`src/cled_pkg.sv`:
```
`default_nettype none
package cled_pkg;
  // bus geometry
  localparam int ADDR_W = 8;
  localparam int DATA_W = 32;
  // device geometry
  localparam int PORT_CNT = 12;
  localparam int MASK_CNT = 8;
  localparam int MASK_IDX_W = 3;
  localparam int LANE_CNT = 4;
  localparam int ENTRY_CNT = 16;
  localparam int ENTRY_IDX_W = 4;
  localparam int SYNC_CNT = 5;
  // pending slots: config, lane sync, alignment, char, delimiter, ack id
  localparam int SLOT_CNT = 18;
  localparam int SLOT_W = 5;
  localparam int SL_CFG = 0;
  localparam int SL_SYNC = 1;
  localparam int SL_ALIGN = 5;
  localparam int SL_CHAR = 6;
  localparam int SL_DELIM = 10;
  localparam int SL_ACK = 14;
  // register offsets
  localparam logic [7:0] REG_CTRL = 8'h00;
  localparam logic [7:0] REG_RT_INDEX = 8'h04;
  localparam logic [7:0] REG_RT_DATA = 8'h08;
  localparam logic [7:0] REG_MC_MASK_PORT = 8'h0C;
  localparam logic [7:0] REG_MC_ASSOC_SEL = 8'h10;
  localparam logic [7:0] REG_MC_ASSOC_OP = 8'h14;
  localparam logic [7:0] REG_MC_VEC = 8'h18;
  localparam logic [7:0] REG_IN_PORTS = 8'h1C;
  localparam logic [7:0] REG_OUT_PORTS = 8'h20;
  localparam logic [7:0] REG_TRACE = 8'h24;
  localparam logic [7:0] REG_STATUS = 8'h28;
  // field positions
  localparam int CTRL_CFG_EN = 0;
  localparam int CTRL_QUAD_EN = 1;
  localparam int CTRL_PORT_EN = 2;
  localparam int CTRL_MODE4X = 3;
  localparam int CTRL_W = 4;
  localparam int RT_DOM_BIT = 4;
  localparam int MP_PORT_LSB = 8;
  localparam int MP_ADD_BIT = 16;
  localparam int OP_DOM_BIT = 8;
  localparam int STAT_LANE_LSB = 24;
  localparam logic [1:0] OP_WRITE_VERIFY = 2'h1;
  // route table values
  localparam logic [7:0] VAL_MASK_BASE = 8'h40;
  localparam logic [7:0] VAL_MASK_LAST = 8'h7F;
  localparam logic [7:0] VAL_NO_ROUTE = 8'hDE;
  localparam logic [7:0] VAL_FORCE_LOCAL = 8'hDD;
  localparam logic [7:0] VAL_READ_FAIL = 8'hFF;
  // error groups and codes
  localparam logic [3:0] GRP_CFG = 4'h5;
  localparam logic [3:0] GRP_SERDES = 4'h6;
  localparam logic [3:0] GRP_LINK = 4'h7;
  localparam logic [7:0] CODE_NONE = 8'h00;
  localparam logic [7:0] CODE_MASK_CFG = 8'h50;
  localparam logic [7:0] CODE_PORT_CFG = 8'h53;
  localparam logic [7:0] CODE_FORCE_LOCAL = 8'h54;
  localparam logic [7:0] CODE_RT_READ = 8'h55;
  localparam logic [7:0] CODE_BIT_CFG = 8'h56;
  localparam logic [7:0] CODE_SYNC_LANE0 = 8'h60;
  localparam logic [7:0] CODE_ALIGN = 8'h64;
  localparam logic [7:0] CODE_CHAR = 8'h70;
  localparam logic [7:0] CODE_DELIM = 8'h71;
  localparam logic [7:0] CODE_ACKNOWLEDGE_IDENTIFIER = 8'h72;
  // error sources
  localparam logic [5:0] SRC_CFG = 6'h00;
  localparam logic [5:0] SRC_PORT [LANE_CNT] = '{6'h2A, 6'h29, 6'h34, 6'h33};
endpackage
`default_nettype wire

```
`src/cled_config_link_error_detect.sv`:
```
// The register offsets and the address-and-strobe port are this design's own decisions.
`default_nettype none
// Operation
// - config errors logged only when config reporting on
// - bad mask route write gives 0x50, no-route
// - mask number into domain table gives 0x50
// - bad mask in mask-port or select gives 0x50
// - write-verify touching domain table gives 0x50
// - reading invalid mask value gives 0x50
// - bad port route write gives 0x53, no-route
// - bad egress port in mask-port gives 0x53
// - nonexistent trace port gives 0x53
// - force-local route write gives 0x54, no-route
// - illegal route read gives 0x55, returns FF
// - invalid port bit gives 0x56, write proceeds
// - input/output port selects get same check
// - lane sync loss codes 0x60..0x63, quad gated
// - 4x alignment loss gives 0x64, quad gated
// - serdes gated by quad, link by port
// - bad char or symbol gives 0x70
// - unaligned delimiter gives 0x71, port gated
// - 4x delimiter errors go to port 0
// - bad outstanding ack id gives 0x72
// - each log entry carries source and code
// - one shared log, arbitrated between sources
module cled_config_link_error_detect
  import cled_pkg::*;
(
  input wire logic clk,
  input wire logic rst,
  input wire logic [ADDR_W-1:0] regAddr,
  input wire logic [DATA_W-1:0] regWdata,
  input wire logic regWr,
  input wire logic regRd,
  output logic [DATA_W-1:0] regRdata,
  input wire logic [LANE_CNT-1:0] laneSyncLost,
  input wire logic alignLost,
  input wire logic [LANE_CNT-1:0] charErr,
  input wire logic [LANE_CNT-1:0] delimErr,
  input wire logic [LANE_CNT-1:0] ackIdErr,
  input wire logic logAccept,
  output logic logValid,
  output logic [5:0] logSource,
  output logic [7:0] logCode
);

  ////////////////////////////////////////////////////////////////////////
  // decode helpers
  function automatic logic portOk(input logic [7:0] v);
    return v < 8'(PORT_CNT);
  endfunction

  function automatic logic maskIdxOk(input logic [7:0] v);
    return v < 8'(MASK_CNT);
  endfunction

  // code for a value written into a route or domain entry
  function automatic logic [7:0] routeCheck(input logic [7:0] v, input logic dom);
    if (v == VAL_NO_ROUTE) begin
      return CODE_NONE;
    end
    if (v == VAL_FORCE_LOCAL) begin
      return CODE_FORCE_LOCAL;
    end
    if (v >= VAL_MASK_BASE && v <= VAL_MASK_LAST) begin
      // domain table holds no masks at all
      return (dom || !maskIdxOk(v - VAL_MASK_BASE)) ? CODE_MASK_CFG : CODE_NONE;
    end
    return portOk(v) ? CODE_NONE : CODE_PORT_CFG;
  endfunction

  // reporting enable chosen by code group
  function automatic logic reportOn(input logic [7:0] code, input logic [CTRL_W-1:0] c);
    case (code[7:4])
      GRP_CFG: return c[CTRL_CFG_EN];
      GRP_SERDES: return c[CTRL_QUAD_EN];
      GRP_LINK: return c[CTRL_PORT_EN];
      default: return 1'b0;
    endcase
  endfunction

  ////////////////////////////////////////////////////////////////////////
  // configuration state
  logic [CTRL_W-1:0] ctrl_q; // reporting enables and quad mode
  logic [ENTRY_IDX_W:0] rtIndex_q; // entry index, msb selects domain table
  logic [7:0] routeTbl_q [ENTRY_CNT];
  logic [7:0] domTbl_q [ENTRY_CNT];
  logic [PORT_CNT-1:0] mcMask_q [MASK_CNT];
  logic [7:0] assocSel_q; // kept even when invalid, flagged on use
  logic [PORT_CNT-1:0] inPorts_q;
  logic [PORT_CNT-1:0] outPorts_q;
  logic [7:0] trace_q;
  logic [DATA_W-1:0] regRdata_q;
  logic [DATA_W-1:0] rdNext;

  logic wrHit;
  logic rdHit;
  logic [7:0] wVal;
  logic [7:0] wPort;
  logic [ENTRY_IDX_W-1:0] idx;
  logic dom;
  logic [7:0] entryVal;
  logic [7:0] cfgCode; // raw config error code this cycle
  logic [PORT_CNT-1:0] validBits;

  assign wrHit = regWr;
  assign rdHit = regRd;
  assign wVal = regWdata[7:0];
  assign wPort = regWdata[MP_PORT_LSB +: 8];
  assign idx = rtIndex_q[ENTRY_IDX_W-1:0];
  assign dom = rtIndex_q[RT_DOM_BIT];
  assign entryVal = dom ? domTbl_q[idx] : routeTbl_q[idx];
  assign validBits = regWdata[PORT_CNT-1:0];

  ////////////////////////////////////////////////////////////////////////
  // config error detection on each bus access
  always_comb begin
    cfgCode = CODE_NONE;
    if (wrHit) begin
      case (regAddr)
        REG_RT_DATA: cfgCode = routeCheck(wVal, dom);
        REG_MC_MASK_PORT: begin
          if (!maskIdxOk(wVal)) begin
            cfgCode = CODE_MASK_CFG;
          end else if (!portOk(wPort)) begin
            cfgCode = CODE_PORT_CFG;
          end
        end
        REG_MC_ASSOC_SEL: begin
          if (!maskIdxOk(wVal)) begin
            cfgCode = CODE_MASK_CFG;
          end
        end
        REG_MC_ASSOC_OP: begin
          // verify would land in the mask-less domain table
          if (regWdata[1:0] == OP_WRITE_VERIFY && regWdata[OP_DOM_BIT]) begin
            cfgCode = CODE_MASK_CFG;
          end
        end
        REG_MC_VEC: begin
          if (!maskIdxOk(assocSel_q)) begin
            cfgCode = CODE_MASK_CFG;
          end else if (|regWdata[DATA_W-1:PORT_CNT]) begin
            cfgCode = CODE_BIT_CFG;
          end
        end
        REG_IN_PORTS, REG_OUT_PORTS: begin
          if (|regWdata[DATA_W-1:PORT_CNT]) begin
            cfgCode = CODE_BIT_CFG;
          end
        end
        REG_TRACE: begin
          if (!portOk(wVal)) begin
            cfgCode = CODE_PORT_CFG;
          end
        end
        default: cfgCode = CODE_NONE;
      endcase
    end else if (rdHit) begin
      if (regAddr == REG_RT_DATA && routeCheck(entryVal, dom) != CODE_NONE) begin
        cfgCode = CODE_RT_READ;
      end else if (regAddr == REG_MC_VEC && !maskIdxOk(assocSel_q)) begin
        cfgCode = CODE_MASK_CFG;
      end
    end
  end

  ////////////////////////////////////////////////////////////////////////
  // register writes
  always_ff @(posedge clk) begin
    if (rst) begin
      ctrl_q <= '0;
      rtIndex_q <= '0;
      assocSel_q <= '0;
      inPorts_q <= '0;
      outPorts_q <= '0;
      trace_q <= '0;
    end else if (wrHit) begin
      case (regAddr)
        REG_CTRL: ctrl_q <= regWdata[CTRL_W-1:0];
        REG_RT_INDEX: rtIndex_q <= regWdata[ENTRY_IDX_W:0];
        REG_MC_ASSOC_SEL: assocSel_q <= wVal;
        // invalid high bits dropped, valid ports still updated
        REG_IN_PORTS: inPorts_q <= validBits;
        REG_OUT_PORTS: outPorts_q <= validBits;
        REG_TRACE: begin
          if (portOk(wVal)) begin
            trace_q <= wVal;
          end
        end
        default: ;
      endcase
    end
  end

  // route and domain tables, bad values replaced with no-route
  always_ff @(posedge clk) begin
    if (rst) begin
      for (int i = 0; i < ENTRY_CNT; i++) begin
        routeTbl_q[i] <= VAL_NO_ROUTE;
        domTbl_q[i] <= VAL_NO_ROUTE;
      end
    end else if (wrHit && regAddr == REG_RT_DATA) begin
      if (dom) begin
        domTbl_q[idx] <= (routeCheck(wVal, 1'b1) == CODE_NONE) ? wVal : VAL_NO_ROUTE;
      end else begin
        routeTbl_q[idx] <= (routeCheck(wVal, 1'b0) == CODE_NONE) ? wVal : VAL_NO_ROUTE;
      end
    end
  end

  // multicast masks: per-port add/remove or whole vector
  always_ff @(posedge clk) begin
    if (rst) begin
      for (int i = 0; i < MASK_CNT; i++) begin
        mcMask_q[i] <= '0;
      end
    end else if (wrHit && regAddr == REG_MC_MASK_PORT) begin
      if (maskIdxOk(wVal) && portOk(wPort)) begin
        mcMask_q[wVal[MASK_IDX_W-1:0]][wPort[3:0]] <= regWdata[MP_ADD_BIT];
      end
    end else if (wrHit && regAddr == REG_MC_VEC && maskIdxOk(assocSel_q)) begin
      mcMask_q[assocSel_q[MASK_IDX_W-1:0]] <= validBits;
    end
  end

  ////////////////////////////////////////////////////////////////////////
  // read data: valid only in the cycle after the strobe
  logic [SLOT_CNT-1:0] pend_q;
  logic [SYNC_CNT-1:0] lvl_q;

  always_comb begin
    rdNext = '0;
    case (regAddr)
      REG_CTRL: rdNext[CTRL_W-1:0] = ctrl_q;
      REG_RT_INDEX: rdNext[ENTRY_IDX_W:0] = rtIndex_q;
      // illegal entry reads back as all ones
      REG_RT_DATA: rdNext[7:0] = (routeCheck(entryVal, dom) != CODE_NONE) ? VAL_READ_FAIL : entryVal;
      REG_MC_ASSOC_SEL: rdNext[7:0] = assocSel_q;
      REG_MC_VEC: rdNext[PORT_CNT-1:0] = maskIdxOk(assocSel_q) ? mcMask_q[assocSel_q[MASK_IDX_W-1:0]] : '0;
      REG_IN_PORTS: rdNext[PORT_CNT-1:0] = inPorts_q;
      REG_OUT_PORTS: rdNext[PORT_CNT-1:0] = outPorts_q;
      REG_TRACE: rdNext[7:0] = trace_q;
      REG_STATUS: begin
        rdNext[SLOT_CNT-1:0] = pend_q;
        rdNext[STAT_LANE_LSB +: SYNC_CNT] = lvl_q;
      end
      default: rdNext = '0;
    endcase
  end

  always_ff @(posedge clk) begin
    if (rst) begin
      regRdata_q <= '0;
    end else begin
      regRdata_q <= rdHit ? rdNext : '0;
    end
  end
  assign regRdata = regRdata_q;

  ////////////////////////////////////////////////////////////////////////
  // serdes status pins: three stages, level taken once stages 2 and 3 agree
  logic [SYNC_CNT-1:0] s1_q;
  logic [SYNC_CNT-1:0] s2_q;
  logic [SYNC_CNT-1:0] s3_q;
  logic [SYNC_CNT-1:0] lvl_d;
  logic [SYNC_CNT-1:0] rise;

  always_ff @(posedge clk) begin
    if (rst) begin
      s1_q <= '0;
      s2_q <= '0;
      s3_q <= '0;
      lvl_q <= '0;
    end else begin
      s1_q <= {alignLost, laneSyncLost};
      s2_q <= s1_q;
      s3_q <= s2_q;
      lvl_q <= lvl_d;
    end
  end
  // hold level while the two late stages disagree
  assign lvl_d = (s2_q & s3_q) | (lvl_q & (s2_q | s3_q));
  assign rise = lvl_d & ~lvl_q;

  ////////////////////////////////////////////////////////////////////////
  // event vector per slot
  logic [SLOT_CNT-1:0] evtRaw;
  logic [SLOT_CNT-1:0] evt;
  logic [7:0] evtCode [SLOT_CNT];
  logic [5:0] evtSrc [SLOT_CNT];
  logic mode4x;
  assign mode4x = ctrl_q[CTRL_MODE4X];

  assign evtRaw[SL_CFG] = (cfgCode != CODE_NONE);
  assign evtCode[SL_CFG] = cfgCode;
  assign evtSrc[SL_CFG] = SRC_CFG;
  assign evtRaw[SL_ALIGN] = rise[LANE_CNT] && mode4x;
  assign evtCode[SL_ALIGN] = CODE_ALIGN;
  assign evtSrc[SL_ALIGN] = SRC_PORT[0];

  genvar g;
  generate
    for (g = 0; g < LANE_CNT; g++) begin : gLane
      assign evtRaw[SL_SYNC+g] = rise[g];
      assign evtCode[SL_SYNC+g] = CODE_SYNC_LANE0 + 8'(g);
      assign evtSrc[SL_SYNC+g] = SRC_PORT[g];
      assign evtRaw[SL_CHAR+g] = charErr[g];
      assign evtCode[SL_CHAR+g] = CODE_CHAR;
      assign evtSrc[SL_CHAR+g] = SRC_PORT[g];
      // 4x quad folds every lane's delimiter error onto port 0
      if (g == 0) begin : gDelim0
        assign evtRaw[SL_DELIM] = mode4x ? |delimErr : delimErr[0];
      end else begin : gDelimN
        assign evtRaw[SL_DELIM+g] = !mode4x && delimErr[g];
      end
      assign evtCode[SL_DELIM+g] = CODE_DELIM;
      assign evtSrc[SL_DELIM+g] = SRC_PORT[g];
      assign evtRaw[SL_ACK+g] = ackIdErr[g];
      assign evtCode[SL_ACK+g] = CODE_ACKNOWLEDGE_IDENTIFIER;
      assign evtSrc[SL_ACK+g] = SRC_PORT[g];
    end
    // group-based enable gating
    for (g = 0; g < SLOT_CNT; g++) begin : gGate
      assign evt[g] = evtRaw[g] && reportOn(evtCode[g], ctrl_q);
    end
  endgenerate

  ////////////////////////////////////////////////////////////////////////
  // pending store and log arbitration
  logic [7:0] pcode_q [SLOT_CNT];
  logic [5:0] psrc_q [SLOT_CNT];
  logic [SLOT_W-1:0] grant_q;
  logic logValid_q;
  logic [5:0] logSource_q;
  logic [7:0] logCode_q;
  logic taken;
  logic anyPend;
  logic [SLOT_W-1:0] pick;

  assign taken = logValid_q && logAccept;

  // a new event in the clearing cycle keeps the slot pending
  always_ff @(posedge clk) begin
    if (rst) begin
      pend_q <= '0;
      for (int i = 0; i < SLOT_CNT; i++) begin
        pcode_q[i] <= CODE_NONE;
        psrc_q[i] <= SRC_CFG;
      end
    end else begin
      for (int i = 0; i < SLOT_CNT; i++) begin
        if (evt[i]) begin
          pend_q[i] <= 1'b1;
          pcode_q[i] <= evtCode[i];
          psrc_q[i] <= evtSrc[i];
        end else if (taken && grant_q == SLOT_W'(i)) begin
          pend_q[i] <= 1'b0;
        end
      end
    end
  end

  // fixed priority, lowest slot first; config errors win under storms
  always_comb begin
    anyPend = |pend_q;
    pick = '0;
    for (int i = SLOT_CNT - 1; i >= 0; i--) begin
      if (pend_q[i]) begin
        pick = SLOT_W'(i);
      end
    end
  end

  // one entry offered at a time, held until accepted
  always_ff @(posedge clk) begin
    if (rst) begin
      logValid_q <= 1'b0;
      logSource_q <= SRC_CFG;
      logCode_q <= CODE_NONE;
      grant_q <= '0;
    end else if (taken) begin
      logValid_q <= 1'b0;
    end else if (!logValid_q && anyPend) begin
      logValid_q <= 1'b1;
      grant_q <= pick;
      logSource_q <= psrc_q[pick];
      logCode_q <= pcode_q[pick];
    end
  end
  assign logValid = logValid_q;
  assign logSource = logSource_q;
  assign logCode = logCode_q;
endmodule
`default_nettype wire

```
`config.mk`:
```
export PLATFORM = sky130hd
export DESIGN_NAME = cled_config_link_error_detect
export DESIGN_NICKNAME = d
export VERILOG_FILES = /design/src/cled_pkg.sv /design/src/cled_config_link_error_detect.sv
export SDC_FILE = /design/constraint.sdc
export NUM_CORES = 1
export LEC_CHECK = 0
export BUFFER_PORTS_ARGS = -buffer_cell sky130_fd_sc_hd__buf_4
export CORE_ASPECT_RATIO = 1.1
export CORE_UTILIZATION = 31
export CTS_CLUSTER_DIAMETER = 200
export DETAILED_ROUTE_END_ITERATION = 10
export SYNTH_ARGS = -nofsm -noshare
export SYNTH_HDL_FRONTEND = slang
export SYNTH_SLANG_ARGS = --single-unit
```
`constraint.sdc`:
```
create_clock -name clk -period 4.25 [get_ports clk]
set_clock_uncertainty 0.05 [all_clocks]
set_input_delay 0.85 -clock clk [delete_from_list [all_inputs] [get_ports clk]]
set_output_delay 0.85 -clock clk [all_outputs]
set_load 0.005 [all_outputs]
```
# Word-level counts from Yosys, hierarchy flattened
# Memory sizes are Yosys's and may differ from the RTL's. A register that Yosys moved wholly into a read port is not among the register bits.
# Cells that the tools add are included.
# W data, S select, Z words.
# totals
ram_bits	604
in_bits	62
elab_cells	531
latchBits	0
memories	5
rom_bits	0
output_inout_bits	47
regBits	125
# op_classes
div	0
n_mux	295
n_reduce_logical	103
mul	0
magnitude_cmp	13
n_addsub	2
eq_ne	35
bitwise_logic	45
n_shift	0
# mem_list
name	depth	width	rd	rd_ports_with_merged_regs	wr	line_no	text
pcode_q	18	8	1	1	18	cled_config_link_error_detect.sv:331	logic [7:0] pcode_q [SLOT_CNT];
domTbl_q	16	8	1	1	16	cled_config_link_error_detect.sv:87	logic [7:0] domTbl_q [ENTRY_CNT];
routeTbl_q	16	8	1	1	16	cled_config_link_error_detect.sv:86	logic [7:0] routeTbl_q [ENTRY_CNT];
psrc_q	18	6	1	1	18	cled_config_link_error_detect.sv:332	logic [5:0] psrc_q [SLOT_CNT];
mcMask_q	8	12	1	1	8	cled_config_link_error_detect.sv:88	logic [PORT_CNT-1:0] mcMask_q [MASK_CNT];
# op_table
op	count
$mux W8	57
$mux W1	165
$mux W6	18
$mux W7	14
$mux W5	18
$mux W12	6
$lt A8 B4 Y1 const B	7
$pmux W8 S7	1
$logic_and A1 B1 Y1	53
$eq A5 B4 Y1 const B	8
$or A1 B1 Y1	36
$pmux W4 S9	1
$reduce_bool A2 Y1	18
$eq A8 B5 Y1 const B	4
$eq A8 B8 Y1 const B	4
$eq A8 B6 Y1 const B	3
$logic_not A8 Y1	3
$mux W4	6
$reduce_bool A8 Y1	3
$reduce_or A12 Y1	2
$pmux W3 S7	1
$eq A5 B3 Y1 const B	4
$reduce_or A20 Y1	1
$reduce_or A18 Y1	1
other kinds (30)	59

# Logic depth before layout (Yosys ltp)
# Gate-level depths: netlist (run 1).
# depth
depth_word	29
ltp_mapped	12
ltp_nobuf	8

# Worst setup path before layout (run 1)
# Ideal clock, no wire load.
# synth_path
path_type	input to register
start	input regAddr[5]
end	memory routeTbl_q[4][0] (enable)
required_time_ps	3890
path_slack_ps	952
path_buffers	1
stages	8
setup_time_ps	310
t_arrival_ps	2938
cell_sequence	nor3_1 > nand2b_1 > nor3_2 > nand2_1 > or4_1 > clkbuf_1 > nor3_1 > or2_2
# synth_lines
element	line_no	text
start, declared	cled_config_link_error_detect.sv:31	input wire logic [ADDR_W-1:0] regAddr,
end, declared	cled_config_link_error_detect.sv:86	

==> results of run 1 <==
per-stage QoR:
stage | std cells | hold slack (ns) | setup WS, ns | util, %
floorplan | 2110 | 0.364 | 0.952 | -
CTS | 3185 | 0.388 | 0.160 | 36.5
finish | 3185 | 0.384 | 0.243 | 36.5
global route | 3185 | 0.407 | 0.103 | 36.5
global placement | 3090 | 0.370 | 0.277 | 34.2
detailed placement | 3090 | 0.373 | 0.185 | 34.2
critical path, cell delays in order (launching register included):
cell	delay (ns)
dfxtp_2	0.79
mux4_2	0.58
nor2b_1	0.14
a2111oi_1	0.60
or4_1	0.23
nor2_1	0.06
a31oi_2	0.39
nor2_2	0.12
o41ai_1	0.66
placed cells by master, fill, tap and decap left out, types with 9 or more instances in the layout:
master     count
nor3_1        41
o21ai_0       51
a22oi_1       24
edfxtp_1     357
o21bai_1      94
nor3b_1       10
clkbuf_16     56
a222oi_1      11
and3_1        31
or2_2         35
clkbuf_1       9
nor2_1       218
nand3_1       47
a21oi_1      109
mux4_2        72
conb_1        43
nand2_1      326
a31oi_1        9
a21o_1        20
inv_1         14
mux2_2        27
mux2i_1       67
nor4_1        17
dfxtp_1      147
buf_4        175
nor2b_1       31
and2_1         9
nand2b_1      26
power by group:
group	internal, uW	switching, uW
combinational	147	271
clock	2670	1930
sequential	5370	32.8
how the worst max path moves through the flow:
stage | end | startpoint | slack [ns]
detailed placement | pcode_q[0][4] | flop | 0.19
finish | pcode_q[0][1] | flop | 0.24
global placement | pcode_q[0][0] | flop | 0.28
CTS | pcode_q[0][2] | flop | 0.16
floorplan | routeTbl_q[4][0] | regAddr[5] | 0.95
global route | pcode_q[0][2] | flop | 0.10
cells by family after synthesis:
logic type / synth area share, %
flip-flops: 58.4
AND/OR/NAND/NOR: 16.1
other: 0.0160
AO/OA/AOI/OAI: 11.0
buffers and inverters: 3.40
multiplexers: 11.1
registers in the layout (all words and copies together), names as in the netlist, 5 cells and up, named ones only:
register    count
domTbl_q      128
routeTbl_q    128
mcMask_q       96
regRdata       23
pend_q         18
pcode_q        14
inPorts_q      12
outPorts_q     12
assocSel_q      8
trace_q         8
psrc_q          7
logCode         6
grant_q         5
logSource       5
lvl_q           5
rtIndex_q       5
s1_q            5
s2_q            5
s3_q            5
cell type report:
type / count / area (um2) / share of cell area (%)
multi-input cells: 1426 / 9160 / 33.6
clock inverters: 25 / 225 / 0.826
repair buffers: 179 / 1390 / 5.08
flip-flops and latches: 507 / 13700 / 50.4
clock buffers: 70 / 1500 / 5.52
well taps: 963 / 1200 / 4.42
inverters: 15 / 56.3 / 0.207
routing by layer:
| metal | GRT usage, % | up-vias | share of wire [%] |
|---|---|---|---|
| met5 | 0 | - | 0 |
| met4 | 5.57 | 0 | 2.7 |
| met3 | 2.21 | 102 | 7.8 |
| met2 | 28.4 | 761 | 49 |
| met1 | 22.3 | 8323 | 40 |
| li1 | - | 7767 | - |
==> flow_summary.toml, run 1 <==
[floorplanning]
placeableCoreArea_um2 = 74800
start_util_pct = 31.4
chipHeight_um = 291
io_pins = 109
dieArea_um2 = 76900
rows = 105
die_x_um = 264

[placed_design]
gp_congestion = 0.947
placed_area_um2 = 25500
port_buffers = 97
dp.final_hpwl_um = 45300

[critical_path]
reg2regPathDepth = 8
worstSetupEndpointType = "flop"
worstSetupPathType = "flop to flop"
r2r_setup_slack_ns = 0.24
crit_required_ns = 4.44
cp_data_arrival_time_ns = 4.20
reg2reg_to = "pcode_q[0][1]"
critPathMaxFanout = 22
start_kind = "flop"

[power]
power_per_cell_area_nw_per_um2 = 382
total_power_uw = 10400
ir_drop_v = 0.000343
static-leakage-power_uw = 0.00827

[timing]
final_max_slew_viol_count = 0
tightest_slew_ns = 1.20
slew-limit-headroom_pct = 20.3
rsz0062_at_grt = "false"
clock.fmax_mhz = 250
fin_crit_ns = 4.01
setup_viol = 0
fin_tns_setup_ns = 0
final_hold_viol_count = 0
fin_crit_sh_pct = 94.3

[logic_synthesis]
synth.most_common_cell = "edfxtp_1"
syn-mean-instance-area_um2 = 11.4
yosys-top-cells-count = "357 x edfxtp_1, 326 x nand2_1, 218 x nor2_1, 150 x dfxtp_1, 122 x clkbuf_1"
syn-cell-area_um2 = 23500
seq_area_frac_synth_pct = 58.4
synth_cells = 2068
synthArstFlopShare_pct = 0
synth-seq-cells = 507
synth_top_flop_cell = "edfxtp_1"
yosys.area.top_type = "edfxtp_1"
synth.area.top_cells = "edfxtp_1 46%, dfxtp_1 13%, mux4_2 6.9%"
synth_top_area_share_pct = 45.6
synth_edf_count = 357
ys_types = 71
synth_warnings = 0

[min_path]
hold_end = "s2_q[1]"
hold_depth = 1
hp-class = "flop to flop"
worstHoldStart = "s1_q[1]"

[clock_tree]
cts_setup_buffers = 0
clk_latency_ns = 0.61
root_buffer = "clkbuf_16"
cts_buffer_depth = 3
clock-sinks = 507
cts_htree_levels = 2
numCtsBuffers = 51
cts_hold_buffers = 0
cts_tree = "done"
cts.clk_slew.worst_paths_ns = 0.06
post_cts_resized = 0

[global_route]
grt_pass1_wl_um = 100000
grt_overflow = 0
grtUsageTotal_pct = 16.9
grt_start_max_net_pins = 124
antenna_found_initial = 2
grt_pass1_vias = 16479

[final_layout]
fin_area_um2 = 27300
n_antenna_cell = 0
drive_gt1_share_pct = 18.5
num-nets-final = 2242
fillers = 7168
syn2layout_area_growth_pct = 16.1

[route]
via_per_inst = 5.32
drt_first_pass_iters = 5
drc_errors = 0
drt_iter0_drc = 1450
vias = 16953
wl_per_cell_um = 20.6
wl_um = 65700
ant_nets = 0

[job]
max_cap_viol_count = 0

[run_status]
status = "finished clean"
No activity file was read; power rests on OpenSTA's default activity.
==> run 2, diff against run 1 <==
==> constraint.sdc (replaced) <==
create_clock -name clk -period 4.5 [get_ports clk]
set_clock_uncertainty 0.05 [all_clocks]
set_input_delay 0.9 -clock clk [delete_from_list [all_inputs] [get_ports clk]]
set_output_delay 0.9 -clock clk [all_outputs]
set_load 0.005 [all_outputs]
==> run 2 against run 1 <==
Wire length up 0.46%; clock-buffer cell count unchanged; utilization down 0.18 points; flip-flop and latch count unchanged; worst hold slack better by 0.0026 ns; worst setup slack better by 0.11 ns; via count shrank 0.60%; final area fell by 0.48%; combinational power decreased by 6.5%; maximum frequency shrank 3.5%; register-to-register slack better by 0.11 ns; critical path type unchanged; largest power group unchanged.
==> flow_summary.toml, run 2 (synthesis gave the netlist of run 1 again) <==
[floorplanning]
die_x_um = 264
dieArea_um2 = 76900
placeableCoreArea_um2 = 74800
chipHeight_um = 291
start_util_pct = 31.4
rows = 105
io_pins = 109

[clock_tree]
clk_latency_ns = 0.62
cts_setup_buffers = 0
cts.clk_slew.worst_paths_ns = 0.07
cts_hold_buffers = 0
cts_htree_levels = 2
root_buffer = "clkbuf_16"
cts_tree = "done"
clock-sinks = 507
cts_buffer_depth = 3
numCtsBuffers = 52
post_cts_resized = 0

[critical_path]
reg2reg_to = "pcode_q[0][1]"
reg2regPathDepth = 9
crit_required_ns = 4.70
crit_path_top_delay_cell = "dfxtp_2"
cp_data_arrival_time_ns = 4.35
critPathMaxFanout = 20
worstSetupEndpointType = "flop"
critPathMaxStageDelay_ns = 0.69
start_kind = "flop"
path_cells = "buf_4, mux4_2, o22ai_1, a311o_1, a22o_1, a21oi_1, a31oi_2, nor2_2, o41ai_1"
worstSetupPathType = "flop to flop"
r2r_setup_slack_ns = 0.35

[global_route]
grt_pass1_wl_um = 100000
antenna_found_initial = 2
grt_overflow = 0
grt_pass1_vias = 16588
grtUsageTotal_pct = 16.9
grt_start_max_net_pins = 107

[route]
wl_um = 66000
ant_nets = 0
via_per_inst = 5.32
drt_iter0_drc = 1476
drc_errors = 0
drt_first_pass_iters = 6
vias = 16852
wl_per_cell_um = 20.8

[placed_design]
port_buffers = 97
placed_area_um2 = 25400
pre_cts_slack_ns = 0.363
gp_congestion = 0.895
dp.final_hpwl_um = 44800

[timing]
fin_crit_sh_pct = 92.2
fin_tns_setup_ns = 0
final_hold_viol_count = 0
rsz0062_at_grt = "false"
fin_crit_ns = 4.15
clock.fmax_mhz = 241
final_max_slew_viol_count = 0
setup_viol = 0
worst_slack_ns = 0.349
slew-limit-headroom_pct = 34.2
tightest_slew_ns = 0.986

[power]
ir_drop_v = 0.000338
power_per_cell_area_nw_per_um2 = 367
static-leakage-power_uw = 0.00819

[final_layout]
layout_commonest_cell = "edfxtp_1"
mostFrequentLayoutCells = "357 x edfxtp_1, 326 x nand2_1, 215 x nor2_1"
syn2layout_area_growth_pct = 15.5
drive_gt1_share_pct = 18.1
num-nets-final = 2223
fin_area_um2 = 27100
n_antenna_cell = 0
largest_registers = "domTbl_q x128, routeTbl_q x128, mcMask_q x96"

[min_path]
hp-class = "flop to flop"
hold_depth = 1
hold_end = "s2_q[1]"
worstHoldStart = "s1_q[1]"

[run_status]
status = "finished clean"

[job]
max_cap_viol_count = 0
## run 2: changes by cell type in the layout (fill, tap and decap cells not counted), sizes merged
cell      previous run  this run
clkinv              16        20
bufinv               3         4
clkinvlp             5         2
buf                179       159
inv                 16        17
## run 2: layout make-up
class	instances	area, um2
clock buffer	70	1510
fill	7266	47600
inverter	15	56.3
timing repair buffer	159	1210
clock inverter	28	254
sequential	507	13700
multi-input combinational	1426	9160
tap	963	1200
## run 2: report_power, final
part / internal (uW) / switching [uW] / total, uW
clock network: 2590 / 1880 / 4470
registers: 5070 / 31.7 / 5100
logic: 137 / 253 / 390
total: 7800 / 2160 / 9960
## run 2: worst max-delay path, delay by kind of cell, from the launching register on
kind | cells | cell delay, ns
muxes | 1 | 0.57
and+or+nand+nor | 1 | 0.12
AOI/OAI and AO/OA | 6 | 1.95
DFF | 1 | 0.69
buffers and inverters | 1 | 0.40
## run 2: per-stage QoR
stage | hold slack, ns | utilization, % | total power, uW | cells
2_1_floorplan | 0.364 | - | 5430 | 2110
3_3_place_gp | 0.390 | 33.9 | 5570 | 3070
3_5_place_dp | 0.376 | 33.9 | 5590 | 3070
4_1_cts | 0.391 | 36.3 | 10000 | 3168
5_1_grt | 0.415 | 36.3 | 10200 | 3168
6_report | 0.387 | 36.3 | 9960 | 3168
## run 2: how the worst max path moves through the flow
stage	start	end	slack, ns	cells past startpoint
floorplan	regAddr[5]	routeTbl_q[4][0]	1.15	8
global placement	regAddr[5]	domTbl_q[10][5]	0.41	9
detailed placement	regAddr[5]	domTbl_q[8][1]	0.36	9
CTS	flop	pcode_q[0][1]	0.35	9
global route	flop	pcode_q[0][1]	0.16	8
finish	flop	pcode_q[0][1]	0.35	9
## run 2: per-layer routing
metal | vias up | GRT usage [%] | part of all wire [%]
li1 | 7714 | - | -
met1 | 8346 | 22.5 | 42
met2 | 671 | 28.1 | 48
met3 | 119 | 1.91 | 6.4
met4 | 2 | 6.35 | 3.2
met5 | - | 0 | 0.020
==> run 3, diff against run 2 <==
==> constraint.sdc (replaced) <==
create_clock -name clk -period 5 [get_ports clk]
set_clock_uncertainty 0.05 [all_clocks]
set_input_delay 1 -clock clk [delete_from_list [all_inputs] [get_ports clk]]
set_output_delay 1 -clock clk [all_outputs]
set_load 0.005 [all_outputs]
==> run 3 against run 2 <==
Sequential power down 10%; power down 11%; via count fell by 0.43%; critical path type unchanged; highest routed layer is now met4; largest cell class unchanged.
==> flow_summary.toml, run 3 (synthesis gave the netlist of run 1 again) <==
[run_status]
status = "finished clean"

[route]
via_per_inst = 5.34
ant_nets = 0
drt_iter0_drc = 1492
wl_per_cell_um = 20.9
vias = 16779
drc_errors = 0
wl_um = 65600
drt_first_pass_iters = 7

[timing]
worst_slack_ns = 0.496
setup_viol = 0
fin_tns_setup_ns = 0
fin_crit_ns = 4.50
whs_ns = 0.387
final_max_slew_viol_count = 0
slew-limit-headroom_pct = 25.3
rsz0062_at_grt = "false"
fin_crit_sh_pct = 90.1
clock.fmax_mhz = 222
tightest_slew_ns = 1.12
final_hold_viol_count = 0

[floorplanning]
rows = 105
dieArea_um2 = 76900
placeableCoreArea_um2 = 74800
chipHeight_um = 291
start_util_pct = 31.4
io_pins = 109
die_x_um = 264

[power]
pwr-share-clk_pct = 44.2
power_frac_seq_pct = 51.9
total_power_uw = 8850
ir_drop_v = 0.000244
p_sw_uw = 1900
internal_power_uw = 6950
p_sw_share_pct = 21.5
static-leakage-power_uw = 0.00804
power_frac_comb_pct = 4.0
power_per_cell_area_nw_per_um2 = 329

[min_path]
worstHoldStart = "s1_q[1]"
hp-class = "flop to flop"

[placed_design]
dp.final_hpwl_um = 44600
gp_congestion = 0.926
port_buffers = 97
pre_cts_slack_ns = 0.531

[critical_path]
worstSetupEndpointType = "flop"
critPathMaxFanout = 23
start_kind = "flop"
crit_required_ns = 5.18
crit_path_top_delay_cell = "dfxtp_2"
critPathMaxStageDelay_ns = 0.85
worstSetupPathType = "flop to flop"
path_cells = "mux4_2, nor2b_1, a2111oi_0, buf_4, or4_1, nor2_1, a31oi_2, nor2_2, o41ai_1"
cp_data_arrival_time_ns = 4.68

[clock_tree]
clock-sinks = 507
cts_setup_buffers = 0
clk_latency_ns = 0.60
root_buffer = "clkbuf_16"
cts_hold_buffers = 0
cts.clk_slew.worst_paths_ns = 0.06
cts_htree_levels = 2
cts_buffer_depth = 3
numCtsBuffers = 51
cts_tree = "done"
post_cts_resized = 0

[global_route]
grt_pass1_wl_um = 99900
grt_pass1_vias = 16493
antenna_found_initial = 0
grt_start_max_net_pins = 215
grtUsageTotal_pct = 16.8
grt_overflow = 0

[final_layout]
fillers = 7299
final_core_util_pct = 36.0
syn2layout_area_growth_pct = 14.7
drive_gt1_share_pct = 17.1
num-nets-final = 2197
mostFrequentLayoutCells = "357 x edfxtp_1, 326 x nand2_1, 213 x nor2_1"
layout_commonest_cell = "edfxtp_1"
largest_registers = "domTbl_q x128, routeTbl_q x128, mcMask_q x96"
n_antenna_cell = 0

[job]
max_cap_viol_count = 0
-- run 3: cell types whose count changed in the layout (fill, tap and decap cells not counted), moves of 2 or more --
cell	change
clkbuf_8	+3
inv_6	-2
clkinv_2	-4
nor2_2	+2
clkinv_1	+2
buf_12	+2
buf_4	-27
nor2_1	-2
bufinv_16	-2
-- run 3: through the flow --
step	instance area, um2	cells
2_1_floorplan	23600	2110
3_3_place_gp	25200	3045
3_5_place_dp	25200	3045
4_1_cts	26900	3141
5_1_grt	26900	3141
6_report	26900	3141
-- run 3: worst max-delay path: cells and delay by family, from the launching register on --
| family | cells | cell delay [ns] |
|---|---|---|
| buf+inv | 1 | 0.23 |
| compound gates | 3 | 1.86 |
| flops | 1 | 0.85 |
| mux | 1 | 0.61 |
| simple gates | 4 | 0.50 |
-- run 3: power groups by stage --
stage               sequential (uW)  combinational [uW]  clock [uW]
detailed placement             4680                 349           0
floorplan                      4660                 222           0
CTS                            4590                 350        3960
global route                   4600                 376        4120
finish                         4590                 351        3910
global placement               4680                 338           0
-- run 3: cell type report --
cell class	instances	area [um2]	share of cell area, %
multi-input cells	1426	9170	34.0
well taps	963	1200	4.47
clock inverters	22	170	0.632
clock buffers	74	1560	5.78
repair buffers	134	1050	3.89
flip-flops and latches	507	13700	51.0
inverters	15	56.3	0.209
-- run 3: final timing paths --
| path | end | slack (ns) | depth (start not counted) |
|---|---|---|---|
| worst max-delay path | pcode_q[0][4] | 0.50 | 9 |
| worst min-delay path | s2_q[1] | 0.39 | 1 |
| worst max register to register | pcode_q[0][4] | 0.50 | 9 |
| worst min register to register | s2_q[1] | 0.39 | 1 |
-- run 3: per-layer routing --
layer | track usage, % | share of wire, % | vias up
met4 | 5.84 | 3.1 | 0
li1 | - | - | 7672
met1 | 21.8 | 41 | 8301
met2 | 28.5 | 49 | 685
met3 | 2.52 | 6.5 | 121
met5 | 0 | 0 | -
